File: config.mk
export PLATFORM = sky130hd
export DESIGN_NAME = ndt_tx_ctrl
export DESIGN_NICKNAME = d
export VERILOG_FILES = /design/src/rtl/ndt_pkg.sv /design/src/rtl/ndt_tx_ctrl.sv
export SDC_FILE = /design/constraint.sdc
export NUM_CORES = 1
export LEC_CHECK = 0
export BUFFER_PORTS_ARGS = -buffer_cell sky130_fd_sc_hd__buf_4
export CAP_MARGIN = 40
export CORE_MARGIN = 2
export CORE_UTILIZATION = 55
export CTS_CLUSTER_DIAMETER = 200
export DETAILED_ROUTE_END_ITERATION = 6
export PLACE_DENSITY_LB_ADDON = 0.1
export SLEW_MARGIN = 40
export SYNTH_ARGS = -nofsm -noshare
export SYNTH_HDL_FRONTEND = slang
export SYNTH_SLANG_ARGS = --single-unit
export TNS_END_PERCENT = 10
File: constraint.sdc
create_clock -name mclk -period 10 [get_ports mclk]
set_clock_uncertainty 0.15 [all_clocks]
set_input_delay 2 -clock mclk [delete_from_list [all_inputs] [get_ports mclk]]
set_output_delay 2 -clock mclk [all_outputs]
set_load 0.01 [all_outputs]
File: src/rtl/ndt_pkg.sv
// Package with register map, field layout and timing constants of the transmit control block.
// Operation
// - Burst limit field sets the most longwords moved in one DMA burst.
// - With single transfers on, a limit of 2 acts as 1 and 8 as 4.
// - After reset the burst limit holds one longword.
// - Fixed-ones fields read as ones and ignore writes.
// - Wake frames are watched for only while detection is switched on.
// - A seen wake frame sets its status flag and strobes low six cycles.
// - Single transfer mode limits each burst to one longword or octaword for limits of 1, 2, 4 and 8; other limits pass unchanged.
// - Setting transmit go enters RUNNING and scans from the current list position.
// - Running with no frame ready at the current position enters SUSPENDED.
// - A transmit start is honoured only from STOPPED.
// - Start stays STOPPED until the list base was written once.
// - Clearing transmit go finishes the current frame, then enters STOPPED.
// - Stop keeps the next descriptor position for the following start.
// - A transmit stop is honoured only in RUNNING or SUSPENDED.
// - With interrupts enabled, status bits one to six raise the interrupt where their mask bit is set.
package ndt_pkg;

  // ----------------------------------------------------------------
  // Register offsets
  // ----------------------------------------------------------------
  localparam logic [7:0] OFS_MODE   = 8'h00;
  localparam logic [7:0] OFS_STATUS = 8'h04;
  localparam logic [7:0] OFS_MASK   = 8'h08;
  localparam logic [7:0] OFS_BASE   = 8'h0C;
  localparam logic [7:0] OFS_POS    = 8'h10;

  // ----------------------------------------------------------------
  // Mode control field positions and reset values
  // ----------------------------------------------------------------
  localparam int          BIT_IE      = 30;
  localparam int          BL_LSB      = 25;
  localparam int          BIT_WAKE_ON = 20;
  localparam int          BIT_SINGLE  = 19;
  localparam int          BIT_GO      = 11;
  localparam logic [31:0] ONES_MASK   = 32'h01E7_F000;
  localparam logic [3:0]  BL_RESET    = 4'h1;
  localparam logic [3:0]  BL_TWO      = 4'h2;
  localparam logic [3:0]  BL_FOUR     = 4'h4;
  localparam logic [3:0]  BL_EIGHT    = 4'h8;

  // ----------------------------------------------------------------
  // Status bits
  // ----------------------------------------------------------------
  localparam int         ST_TX_STOP = 1;
  localparam int         ST_TX_SUSP = 2;
  localparam int         ST_WAKE    = 3;
  localparam logic [6:1] IRQ_BITS   = 6'h3F;

  // ----------------------------------------------------------------
  // Timing
  // ----------------------------------------------------------------
  localparam int         WAKE_STROBE_CYCLES = 6;
  localparam logic [2:0] WAKE_CNT_LOAD      = 3'(WAKE_STROBE_CYCLES);

  typedef enum logic [1:0] {
    TX_STOPPED,
    TX_RUNNING,
    TX_SUSPENDED
  } ndt_tx_state_t;

endpackage : ndt_pkg

File: src/rtl/ndt_tx_ctrl.sv
// Mode control register, burst limit, wake strobe and transmit process control.
//
// Strobed register access and the address map are this design's own decisions.
`timescale 1ns/100ps
module ndt_tx_ctrl
  import ndt_pkg::*;
(
  input  wire logic        mclk,
  input  wire logic        sys_rst,
  input  wire logic [7:0]  reg_addr,
  input  wire logic [31:0] reg_wdata,
  input  wire logic        reg_wr,
  input  wire logic        reg_rd,
  output logic      [31:0] reg_rdata,
  input  wire logic        wake_frame_seen,
  input  wire logic        frame_ready,
  input  wire logic        frame_active,
  input  wire logic        desc_advance,
  input  wire logic [31:0] desc_next_pos,
  output logic      [3:0]  burst_max,
  output logic             single_transfer_bursts,
  output logic             tx_running,
  output logic      [1:0]  tx_state_code,
  output logic      [31:0] tx_cur_pos,
  output logic             wake_strobe_n,
  output logic             irq
);

  // ----------------------------------------------------------------
  // Register decode
  // ----------------------------------------------------------------
  logic          int_enable;
  logic [3:0]    burst_limit;
  logic          wake_frame_detect_on;
  logic          transmit_go;
  logic [6:1]    status_reg;
  logic [6:1]    mask_reg;
  logic [31:0]   tx_list_base_reg;
  logic          base_written;
  logic [2:0]    wake_cnt;
  ndt_tx_state_t tx_state;
  ndt_tx_state_t next_tx_state;

  wire wr_mode   = reg_wr && (reg_addr == OFS_MODE);
  wire wr_status = reg_wr && (reg_addr == OFS_STATUS);
  wire wr_mask   = reg_wr && (reg_addr == OFS_MASK);
  wire wr_base   = reg_wr && (reg_addr == OFS_BASE);

  // A start is a 0 to 1 write of the go bit, a stop a 1 to 0 write.
  wire go_set   = wr_mode && reg_wdata[BIT_GO] && !transmit_go;
  wire go_clear = wr_mode && !reg_wdata[BIT_GO] && transmit_go;

  wire [31:0] mode_rd = ONES_MASK
                      | ({31'h0000_0000, int_enable} << BIT_IE)
                      | ({28'h000_0000, burst_limit} << BL_LSB)
                      | ({31'h0000_0000, wake_frame_detect_on} << BIT_WAKE_ON)
                      | ({31'h0000_0000, single_transfer_bursts} << BIT_SINGLE)
                      | ({31'h0000_0000, transmit_go} << BIT_GO);

  wire [31:0] rd_mux = (reg_addr == OFS_MODE)   ? mode_rd :
                       (reg_addr == OFS_STATUS) ? {25'h000_0000, status_reg, 1'b0} :
                       (reg_addr == OFS_MASK)   ? {25'h000_0000, mask_reg, 1'b0} :
                       (reg_addr == OFS_BASE)   ? tx_list_base_reg :
                       (reg_addr == OFS_POS)    ? tx_cur_pos : 32'h0000_0000;

  // ----------------------------------------------------------------
  // Register file
  // ----------------------------------------------------------------
  always_ff @(posedge mclk or posedge sys_rst) begin
    if (sys_rst) begin
      int_enable             <= 1'b0;
      burst_limit            <= BL_RESET;
      wake_frame_detect_on   <= 1'b0;
      single_transfer_bursts <= 1'b0;
      transmit_go            <= 1'b0;
      mask_reg               <= IRQ_BITS;
    end else begin
      if (wr_mode) begin
        int_enable             <= reg_wdata[BIT_IE];
        burst_limit            <= reg_wdata[BL_LSB +: 4];
        wake_frame_detect_on   <= reg_wdata[BIT_WAKE_ON];
        single_transfer_bursts <= reg_wdata[BIT_SINGLE];
        transmit_go            <= reg_wdata[BIT_GO];
      end
      if (wr_mask) begin
        mask_reg <= reg_wdata[6:1];
      end
    end
  end

  always_ff @(posedge mclk or posedge sys_rst) begin
    if (sys_rst) begin
      tx_list_base_reg <= 32'h0000_0000;
      base_written     <= 1'b0;
      reg_rdata        <= 32'h0000_0000;
    end else begin
      if (wr_base) begin
        tx_list_base_reg <= reg_wdata;
        base_written     <= 1'b1;
      end
      if (reg_rd) begin
        reg_rdata <= rd_mux;
      end
    end
  end

  // ----------------------------------------------------------------
  // Burst limit
  // ----------------------------------------------------------------
  // In single transfer mode only 1 and 4 are legal; 2 folds to 1, 8 to 4.
  wire [3:0] bl_folded = (burst_limit == BL_TWO)   ? BL_RESET :
                         (burst_limit == BL_EIGHT) ? BL_FOUR : burst_limit;

  assign burst_max = single_transfer_bursts ? bl_folded : burst_limit;

  // ----------------------------------------------------------------
  // Wake frame flag and strobe
  // ----------------------------------------------------------------
  wire wake_hit = wake_frame_detect_on && wake_frame_seen;

  always_ff @(posedge mclk or posedge sys_rst) begin
    if (sys_rst) begin
      wake_cnt <= 3'h0;
    end else if (wake_hit) begin
      wake_cnt <= WAKE_CNT_LOAD;
    end else if (wake_cnt != 3'h0) begin
      wake_cnt <= wake_cnt - 3'h1;
    end
  end

  assign wake_strobe_n = (wake_cnt == 3'h0);

  // ----------------------------------------------------------------
  // Transmit process
  // ----------------------------------------------------------------
  logic stop_pending;

  always_comb begin
    next_tx_state = tx_state;
    unique case (tx_state)
      TX_STOPPED: begin
        if (go_set && base_written) begin
          next_tx_state = TX_RUNNING;
        end
      end
      TX_RUNNING: begin
        if (stop_pending && !frame_active) begin
          next_tx_state = TX_STOPPED;
        end else if (!frame_ready && !frame_active && !stop_pending) begin
          next_tx_state = TX_SUSPENDED;
        end
      end
      TX_SUSPENDED: begin
        if (stop_pending) begin
          next_tx_state = TX_STOPPED;
        end else if (frame_ready) begin
          next_tx_state = TX_RUNNING;
        end
      end
      default: next_tx_state = TX_STOPPED;
    endcase
  end

  // A stop command is remembered until the frame in flight ends.
  always_ff @(posedge mclk or posedge sys_rst) begin
    if (sys_rst) begin
      tx_state     <= TX_STOPPED;
      stop_pending <= 1'b0;
    end else begin
      tx_state <= next_tx_state;
      if (next_tx_state == TX_STOPPED) begin
        stop_pending <= 1'b0;
      end else if (go_clear && tx_state != TX_STOPPED) begin
        stop_pending <= 1'b1;
      end
    end
  end

  // The position survives a stop, so a restart resumes where it left off.
  always_ff @(posedge mclk or posedge sys_rst) begin
    if (sys_rst) begin
      tx_cur_pos <= 32'h0000_0000;
    end else if (wr_base) begin
      tx_cur_pos <= reg_wdata;
    end else if (desc_advance && tx_state != TX_STOPPED) begin
      tx_cur_pos <= desc_next_pos;
    end
  end

  assign tx_running    = (tx_state == TX_RUNNING);
  assign tx_state_code = tx_state;

  // ----------------------------------------------------------------
  // Status and interrupt
  // ----------------------------------------------------------------
  wire [6:1] st_set = {3'b000, wake_hit,
                       tx_state == TX_RUNNING && next_tx_state == TX_SUSPENDED,
                       tx_state != TX_STOPPED && next_tx_state == TX_STOPPED};

  // A set in the same cycle as a write-one clear wins.
  always_ff @(posedge mclk or posedge sys_rst) begin
    if (sys_rst) begin
      status_reg <= 6'h00;
    end else begin
      status_reg <= (status_reg & ~(wr_status ? reg_wdata[6:1] : 6'h00)) | st_set;
    end
  end

  assign irq = int_enable && |(status_reg & mask_reg);

  // ----------------------------------------------------------------
  // Checks
  // ----------------------------------------------------------------
  property p_fold;
    @(posedge mclk) disable iff (sys_rst)
      (single_transfer_bursts && burst_limit == BL_EIGHT) |-> burst_max == BL_FOUR;
  endproperty
  a_fold: assert property (p_fold) else $error("Burst limit not folded.");

  property p_limit;
    @(posedge mclk) disable iff (sys_rst)
      !single_transfer_bursts |-> burst_max == burst_limit;
  endproperty
  a_limit: assert property (p_limit) else $error("Burst limit not applied.");

  property p_ones;
    @(posedge mclk) disable iff (sys_rst)
      (reg_rd && reg_addr == OFS_MODE) |=> (reg_rdata & ONES_MASK) == ONES_MASK;
  endproperty
  a_ones: assert property (p_ones) else $error("Fixed ones read wrong.");

  property p_strobe;
    @(posedge mclk) disable iff (sys_rst)
      (wake_hit && wake_cnt == 3'h0) |=> !wake_strobe_n [*6] ##1 wake_strobe_n;
  endproperty
  a_strobe: assert property (p_strobe) else $error("Wake strobe length wrong.");

  property p_wake_off;
    @(posedge mclk) disable iff (sys_rst)
      (!wake_frame_detect_on && wake_cnt == 3'h0) |=> !status_reg[ST_WAKE] || $past(status_reg[ST_WAKE]);
  endproperty
  a_wake_off: assert property (p_wake_off) else $error("Wake flag set while off.");

  property p_start;
    @(posedge mclk) disable iff (sys_rst)
      (tx_state == TX_STOPPED && go_set && base_written) |=> tx_state == TX_RUNNING;
  endproperty
  a_start: assert property (p_start) else $error("Start not taken.");

  property p_nobase;
    @(posedge mclk) disable iff (sys_rst)
      !base_written |=> tx_state == TX_STOPPED;
  endproperty
  a_nobase: assert property (p_nobase) else $error("Started without base.");

  property p_finish;
    @(posedge mclk) disable iff (sys_rst)
      (tx_state == TX_RUNNING && frame_active) |=> tx_state != TX_STOPPED;
  endproperty
  a_finish: assert property (p_finish) else $error("Stopped mid frame.");

  property p_susp;
    @(posedge mclk) disable iff (sys_rst)
      (tx_state == TX_RUNNING && !frame_ready && !frame_active && !stop_pending)
      |=> tx_state == TX_SUSPENDED;
  endproperty
  a_susp: assert property (p_susp) else $error("No suspend.");

  // Checked from the set event, so a broken status update or mask path is caught too.
  property p_irq;
    @(posedge mclk) disable iff (sys_rst)
      (int_enable && !wr_mode && !wr_mask && |(st_set & mask_reg)) |=> irq;
  endproperty
  a_irq: assert property (p_irq) else $error("Interrupt missing.");

  property p_single;
    @(posedge mclk) disable iff (sys_rst)
      single_transfer_bursts |-> (burst_max != BL_TWO) && (burst_max != BL_EIGHT);
  endproperty
  a_single: assert property (p_single) else $error("Single transfer limit wrong.");

  property p_pos_hold;
    @(posedge mclk) disable iff (sys_rst)
      (tx_state == TX_STOPPED && !wr_base) |=> $stable(tx_cur_pos);
  endproperty
  a_pos_hold: assert property (p_pos_hold) else $error("Position lost while stopped.");

  property p_idle_stop;
    @(posedge mclk) disable iff (sys_rst)
      tx_state == TX_STOPPED |=> !stop_pending;
  endproperty
  a_idle_stop: assert property (p_idle_stop) else $error("Stop taken while stopped.");

  property p_legal;
    @(posedge mclk) disable iff (sys_rst)
      tx_state_code != 2'h3;
  endproperty
  a_legal: assert property (p_legal) else $error("Illegal transmit state.");

  property p_wake_flag;
    @(posedge mclk) disable iff (sys_rst)
      wake_hit |=> status_reg[ST_WAKE];
  endproperty
  a_wake_flag: assert property (p_wake_flag) else $error("Wake flag not set.");

endmodule : ndt_tx_ctrl

==> flow_summary_export.csv, run 1 <==
group,metric,value,unit
finish,nets,779,
worst_hold_path,min_path_type,"flop to flop",
detailed_routing,route.detailed.drc,0,
clock_tree,cts_buffers,17,
synth,synth-async-reset-ratio,100,%
grt,grt_pass1_vias,4876,
worst_setup_path,startpoint,"reg_addr[7]",
place,dp_hpwl,9.93,mm
detailed_routing,vias_per_cell,5.70,
grt,grt_max_degree,76,
timing,finalHoldViolCount,0,
synth,synth.cell_area,0.00557,mm2
timing,period_minus_slack,3940,ps
worst_setup_path,endpoint_kind,"flop",
synth,yosys.cell_types.count,52,
die,fp.dieW,105,um
clock_tree,clockRootBuffer,"clkbuf_8",
synth,synth_warnings,0,
detailed_routing,vias,4807,
worst_setup_path,critPathMaxFanout,52,
clock_tree,cts_tree,"built",
detailed_routing,wl_per_cell,17.7,um
place,numPortBuffers,153,
timing,worst_slew_pin_slew,657,ps
clock_tree,numClockSinks,123,
worst_setup_path,crit_path_top_delay_cell,"or4_4",
die,die_area,0.0109,mm2
worst_setup_path,timing.rr.start,"tx_state_code[0]$_DFF_PP0_",
worst_setup_path,path_class,"primary input to flop",
clock_tree,postCtsHoldBufs,0,
timing,drv_slew,0,
grt,grt_pass1_wl,23.9,mm
run,cap_violations,0,
finish,fill_cells,707,
detailed_routing,drt_first_pass_iters,5,
die,start_util,56.7,%
finish,final_cells,843,
timing,clock.fmax,0.254,GHz
synth,synth.ff_latch_count,123,
worst_setup_path,cp-start-kind,"primary input",
timing,rsz0062_at_grt,"false",
timing,slew_headroom,56.2,%
clock_tree,cts_buffer_depth,2,
detailed_routing,first_iter_violations,281,
die,die_h,105,um
worst_setup_path,max_stage_delay,650,ps
finish,diodes,0,
synth,synth-edff-count,0,
power_and_ir_drop,power_leakage,0.00376,uW
clock_tree,cts_setup_buffers,0,
clock_tree,cts_resized,0,
die,core.rowCount,36,
finish,drive_above_1_share,31.7,%
synth,post_synth.cell_area_avg,10.1,um2
detailed_routing,routed_wl,14.9,mm
timing,setup-violations-final,0,
outcome,outcome,"finished, final reports clean",
finish,stdcell_area,0.00743,mm2
worst_hold_path,hp-start,"tx_list_base_reg[28]$_DFFE_PP0P_",
grt,grt_use_total,27.8,%
timing,period_share,39.4,%
worst_setup_path,arrival,4220,ps
synth,ys.flop_type,"dfrtp_1",
die,pin_count,154,
synth,syn_inst,549,
clock_tree,clk_latency,520,ps
timing,tns,0,ps
detailed_routing,postRouteAntennaNets,0,
finish,fin_util,75.7,%
place,dp_cells,811,
clock_tree,cts_max_level,4,
worst_setup_path,crit_chain,"buf_4 -> or4_4 -> nor4_4 -> buf_4 -> nand2_1 -> o21ai_0",
worst_setup_path,cpMostUsedCell,"buf_4",
place,gp_congestion,0.838,
die,core_area,0.00982,mm2
power_and_ir_drop,peakVddDrop,0.169,mV
worst_setup_path,worstPathRequired,10280,ps
worst_setup_path,r2r_slack,8150,ps
power_and_ir_drop,p_per_area,228,mW/mm2
grt,grt_antenna_before_repair,0,
finish,syn_to_final_growth,33.5,%
synth,syn-num-nets,631,
place,place_area,0.00682,mm2
clock_tree,clk_pin_slew_worst_paths,60,ps
synth,seq_area_frac_synth,55.4,%
grt,overflow,0,
path summary, 6_finish.rpt:
path	cells past startpoint	end
setup / recovery	6	tx_cur_pos[21]$_DFFE_PP0P_
hold / removal	2	tx_list_base_reg[28]$_DFFE_PP0P_
setup reg to reg	4	tx_cur_pos[6]$_DFFE_PP0P_
hold reg to reg	2	tx_list_base_reg[28]$_DFFE_PP0P_
max in group asynchronous	3	reg_rdata[5]$_DFFE_PP0P_
min in group asynchronous	2	tx_list_base_reg[25]$_DFFE_PP0P_
layout by cell type (no fill, tap or decap), types with 11 or more instances in the layout:
cell / n
nand2_1: 108
clkbuf_16: 16
mux2_2: 13
o22ai_1: 11
inv_1: 19
dfrtp_1: 116
buf_4: 158
nor2_1: 38
mux2i_1: 38
a22oi_1: 24
a21oi_1: 33
o21ai_0: 40
cell type report:
cell class / count / area (um2) / share of cell area (%)
multi-input cells: 375 / 2280 / 30.7
clock buffers: 19 / 442 / 5.94
clock inverters: 13 / 168 / 2.26
flip-flops and latches: 123 / 3090 / 41.5
inverters: 20 / 77.6 / 1.04
repair buffers: 160 / 1210 / 16.3
well taps: 133 / 166 / 2.24
metrics by stage:
| stage | hold slack (ps) | setup slack (ps) | power [uW] |
|---|---|---|---|
| 2_1_floorplan | 285 | 4590 | 872 |
| 6_report | 323 | 6060 | 1690 |
| 5_1_grt | 344 | 5880 | 1770 |
| 3_3_place_gp | 300 | 5630 | 1070 |
| 3_5_place_dp | 313 | 5550 | 1080 |
| 4_1_cts | 326 | 6080 | 1700 |
where the power goes:
group	leakage (uW)	total (uW)	internal [uW]	switching, uW
Sequential	0.00157	675	594	80.7
Clock	0.000283	618	394	225
Combinational	0.00191	401	206	195
kinds of logic (layout without fill, tap and decap cells):
logic type | Yosys count | after routing | synth area share [%]
AO/OA/AOI/OAI | 134 | 134 | 14.7
AND/OR/NAND/NOR | 186 | 186 | 15.8
flip-flops | 123 | 123 | 55.4
multiplexers | 52 | 52 | 9.66
XOR/XNOR | 1 | 1 | 0.157
adder cells (fa/ha/maj) | 2 | 2 | 0.449
buffers and inverters | 51 | 212 | 3.86
layer usage:
metal  wire length [um]  track usage [%]
met1               6180             35.5
met3               1090             6.99
met5                  0                0
met4                209             9.90
met2               7470             46.3
synthesized netlist by cell type (2+ instances only):
| cell type | number | share of area [%] |
|---|---|---|
| nor4_1 | 5 | 0.56 |
| o21ai_1 | 2 | 0.18 |
| nor4_2 | 2 | 0.45 |
| a21boi_0 | 3 | 0.40 |
| buf_2 | 7 | 0.63 |
| dfrtp_1 | 116 | 52 |
| or4_1 | 2 | 0.27 |
| nand2_1 | 108 | 7.3 |
| dfstp_2 | 7 | 3.3 |
| a22oi_1 | 24 | 3.2 |
| mux2i_1 | 38 | 6.8 |
| o31a_1 | 2 | 0.31 |
| nand3b_1 | 4 | 0.54 |
| o21ai_0 | 40 | 3.6 |
| a21oi_1 | 33 | 3.0 |
| ha_1 | 2 | 0.45 |
| a21o_1 | 3 | 0.40 |
| a2bb2oi_1 | 4 | 0.63 |
| inv_1 | 20 | 1.3 |
| buf_4 | 2 | 0.27 |
| a31oi_1 | 4 | 0.45 |
| clkbuf_1 | 20 | 1.3 |
| nand2b_1 | 8 | 0.90 |
| or3_1 | 2 | 0.22 |
| o22ai_1 | 11 | 1.2 |
| mux2_2 | 13 | 2.6 |
| o32ai_1 | 2 | 0.31 |
| nor2b_1 | 4 | 0.45 |
| nor2_1 | 38 | 2.6 |
critical path: cells and delay by family:
family / cells / cell delay (ps)
AOI/OAI and AO/OA: 1 / 100
buffers and inverters: 2 / 660
and+or+nand+nor: 3 / 1430
Power figures use the tool's default switching activity.
==> run 2: changes to the inputs <==
- CORE_UTILIZATION: 55 -> 47
- clock period: 10 -> 3.5 ns (I/O delays scaled with it)
==> flow_summary_export.csv, run 2 (synthesis gave the netlist of run 1 again) <==
group,metric,value,unit
clock_tree,clk_latency,420,ps
finish,nets,784,
timing,rsz0062_at_grt,"false",
worst_setup_path,critPathMaxFanout,16,
detailed_routing,route.detailed.drc,0,
clock_tree,cts_buffers,17,
die,start_util,48.6,%
grt,overflow,0,
place,dp_cells,826,
die,fp.dieW,113,um
timing,clock.fmax,0.410,GHz
finish,diodes,0,
detailed_routing,vias_per_cell,5.57,
die,pin_count,154,
die,core.rowCount,39,
power_and_ir_drop,peakVddDrop,0.396,mV
place,numPortBuffers,153,
finish,final_cells,856,
finish,syn_to_final_growth,34.6,%
worst_setup_path,cp-start-kind,"primary input",
finish,fin_util,65.3,%
timing,finalHoldViolCount,0,
worst_setup_path,endpoint_kind,"flop",
finish,final_common_cell,"buf_4",
detailed_routing,drt_first_pass_iters,5,
place,gp_congestion,0.805,
grt,grt_pass1_vias,4918,
detailed_routing,postRouteAntennaNets,0,
clock_tree,clk_pin_slew_worst_paths,50,ps
clock_tree,cts_buffer_depth,2,
worst_setup_path,worstPathRequired,3670,ps
run,cap_violations,0,
grt,grt_use_total,25.8,%
die,die_h,113,um
timing,worst_slew_pin_slew,649,ps
timing,tns,0,ps
grt,grt_max_degree,55,
timing,setup-violations-final,0,
worst_setup_path,arrival,2610,ps
clock_tree,cts_max_level,4,
timing,period_minus_slack,2440,ps
finish,stdcell_area,0.00749,mm2
grt,grt_antenna_before_repair,0,
die,core_area,0.0115,mm2
clock_tree,clockRootBuffer,"clkbuf_16",
place,dp_hpwl,10.6,mm
detailed_routing,vias,4765,
clock_tree,cts_setup_buffers,0,
die,die_area,0.0127,mm2
finish,layout_common_cells,"buf_4, dfrtp_1, nand2_1",
power_and_ir_drop,power_leakage,0.00380,uW
worst_hold_path,min_path_type,"primary input to async pin",
detailed_routing,wl_per_cell,18.2,um
clock_tree,cts_resized,0,
detailed_routing,first_iter_violations,218,
detailed_routing,routed_wl,15.5,mm
power_and_ir_drop,p_per_area,642,mW/mm2
outcome,outcome,"finished, final reports clean",
clock_tree,numClockSinks,123,
timing,period_share,69.7,%
worst_setup_path,path_class,"primary input to flop",
grt,grt_pass1_wl,25.5,mm
clock_tree,postCtsHoldBufs,0,
finish,drive_above_1_share,31.7,%
timing,slew_headroom,56.4,%
timing,drv_slew,0,
place,place_area,0.00692,mm2
clock_tree,cts_tree,"built",
run 2: per-layer routing:
| metal | global-route usage (%) | share of wire (%) |
|---|---|---|
| met5 | 0 | 0 |
| met1 | 33.0 | 42 |
| met4 | 10.2 | 2.2 |
| met3 | 6.21 | 6.5 |
| met2 | 42.6 | 49 |
run 2: worst max-delay path, stage by stage:
cell and delay (ps):
buf_4 120, or4_4 660, nor3_4 580, buf_12 230
a22oi_1 100, o21ai_0 210
run 2: metrics by stage:
stage	power, uW	setup WS (ps)	hold slack, ps
final	4810	1060	174
after global routing	5070	953	191
after CTS	4860	1090	171
after detailed placement	3130	697	306
after global placement	3070	750	301
after floorplan	2490	1070	285
run 2: worst paths after layout:
path	start	slack, ps	endpoint	depth (start not counted)
setup / recovery	reg_addr[7]	1060	reg_rdata[30]$_DFFE_PP0P_	6
hold / removal	sys_rst	170	reg_rdata[27]$_DFFE_PP0P_	2
setup reg to reg	tx_state_code[0]$_DFF_PP0_	1530	tx_cur_pos[22]$_DFFE_PP0P_	5
hold reg to reg	base_written$_DFFE_PP0P_	320	base_written$_DFFE_PP0P_	1
max in group asynchronous	sys_rst	2170	burst_limit[0]$_DFFE_PP1N_	4
min in group mclk	frame_ready	310	tx_state_code[1]$_DFF_PP0_	2
run 2: where the power goes:
group | switching, uW | leakage (uW) | total (uW) | internal (uW)
sequential | 235 | 0.00157 | 1930 | 1700
clock | 605 | 0.000287 | 1710 | 1110
combinational | 564 | 0.00194 | 1170 | 603
run 2: area by class of cell:
class / instances / area (um2)
Inverter: 20 / 78.8
Multi-Input combinational cell: 375 / 2280
Tap cell: 143 / 179
Sequential cell: 123 / 3090
Fill cell: 923 / 3970
Clock inverter: 8 / 92.6
Timing Repair Buffer: 165 / 1290
Clock buffer: 22 / 484
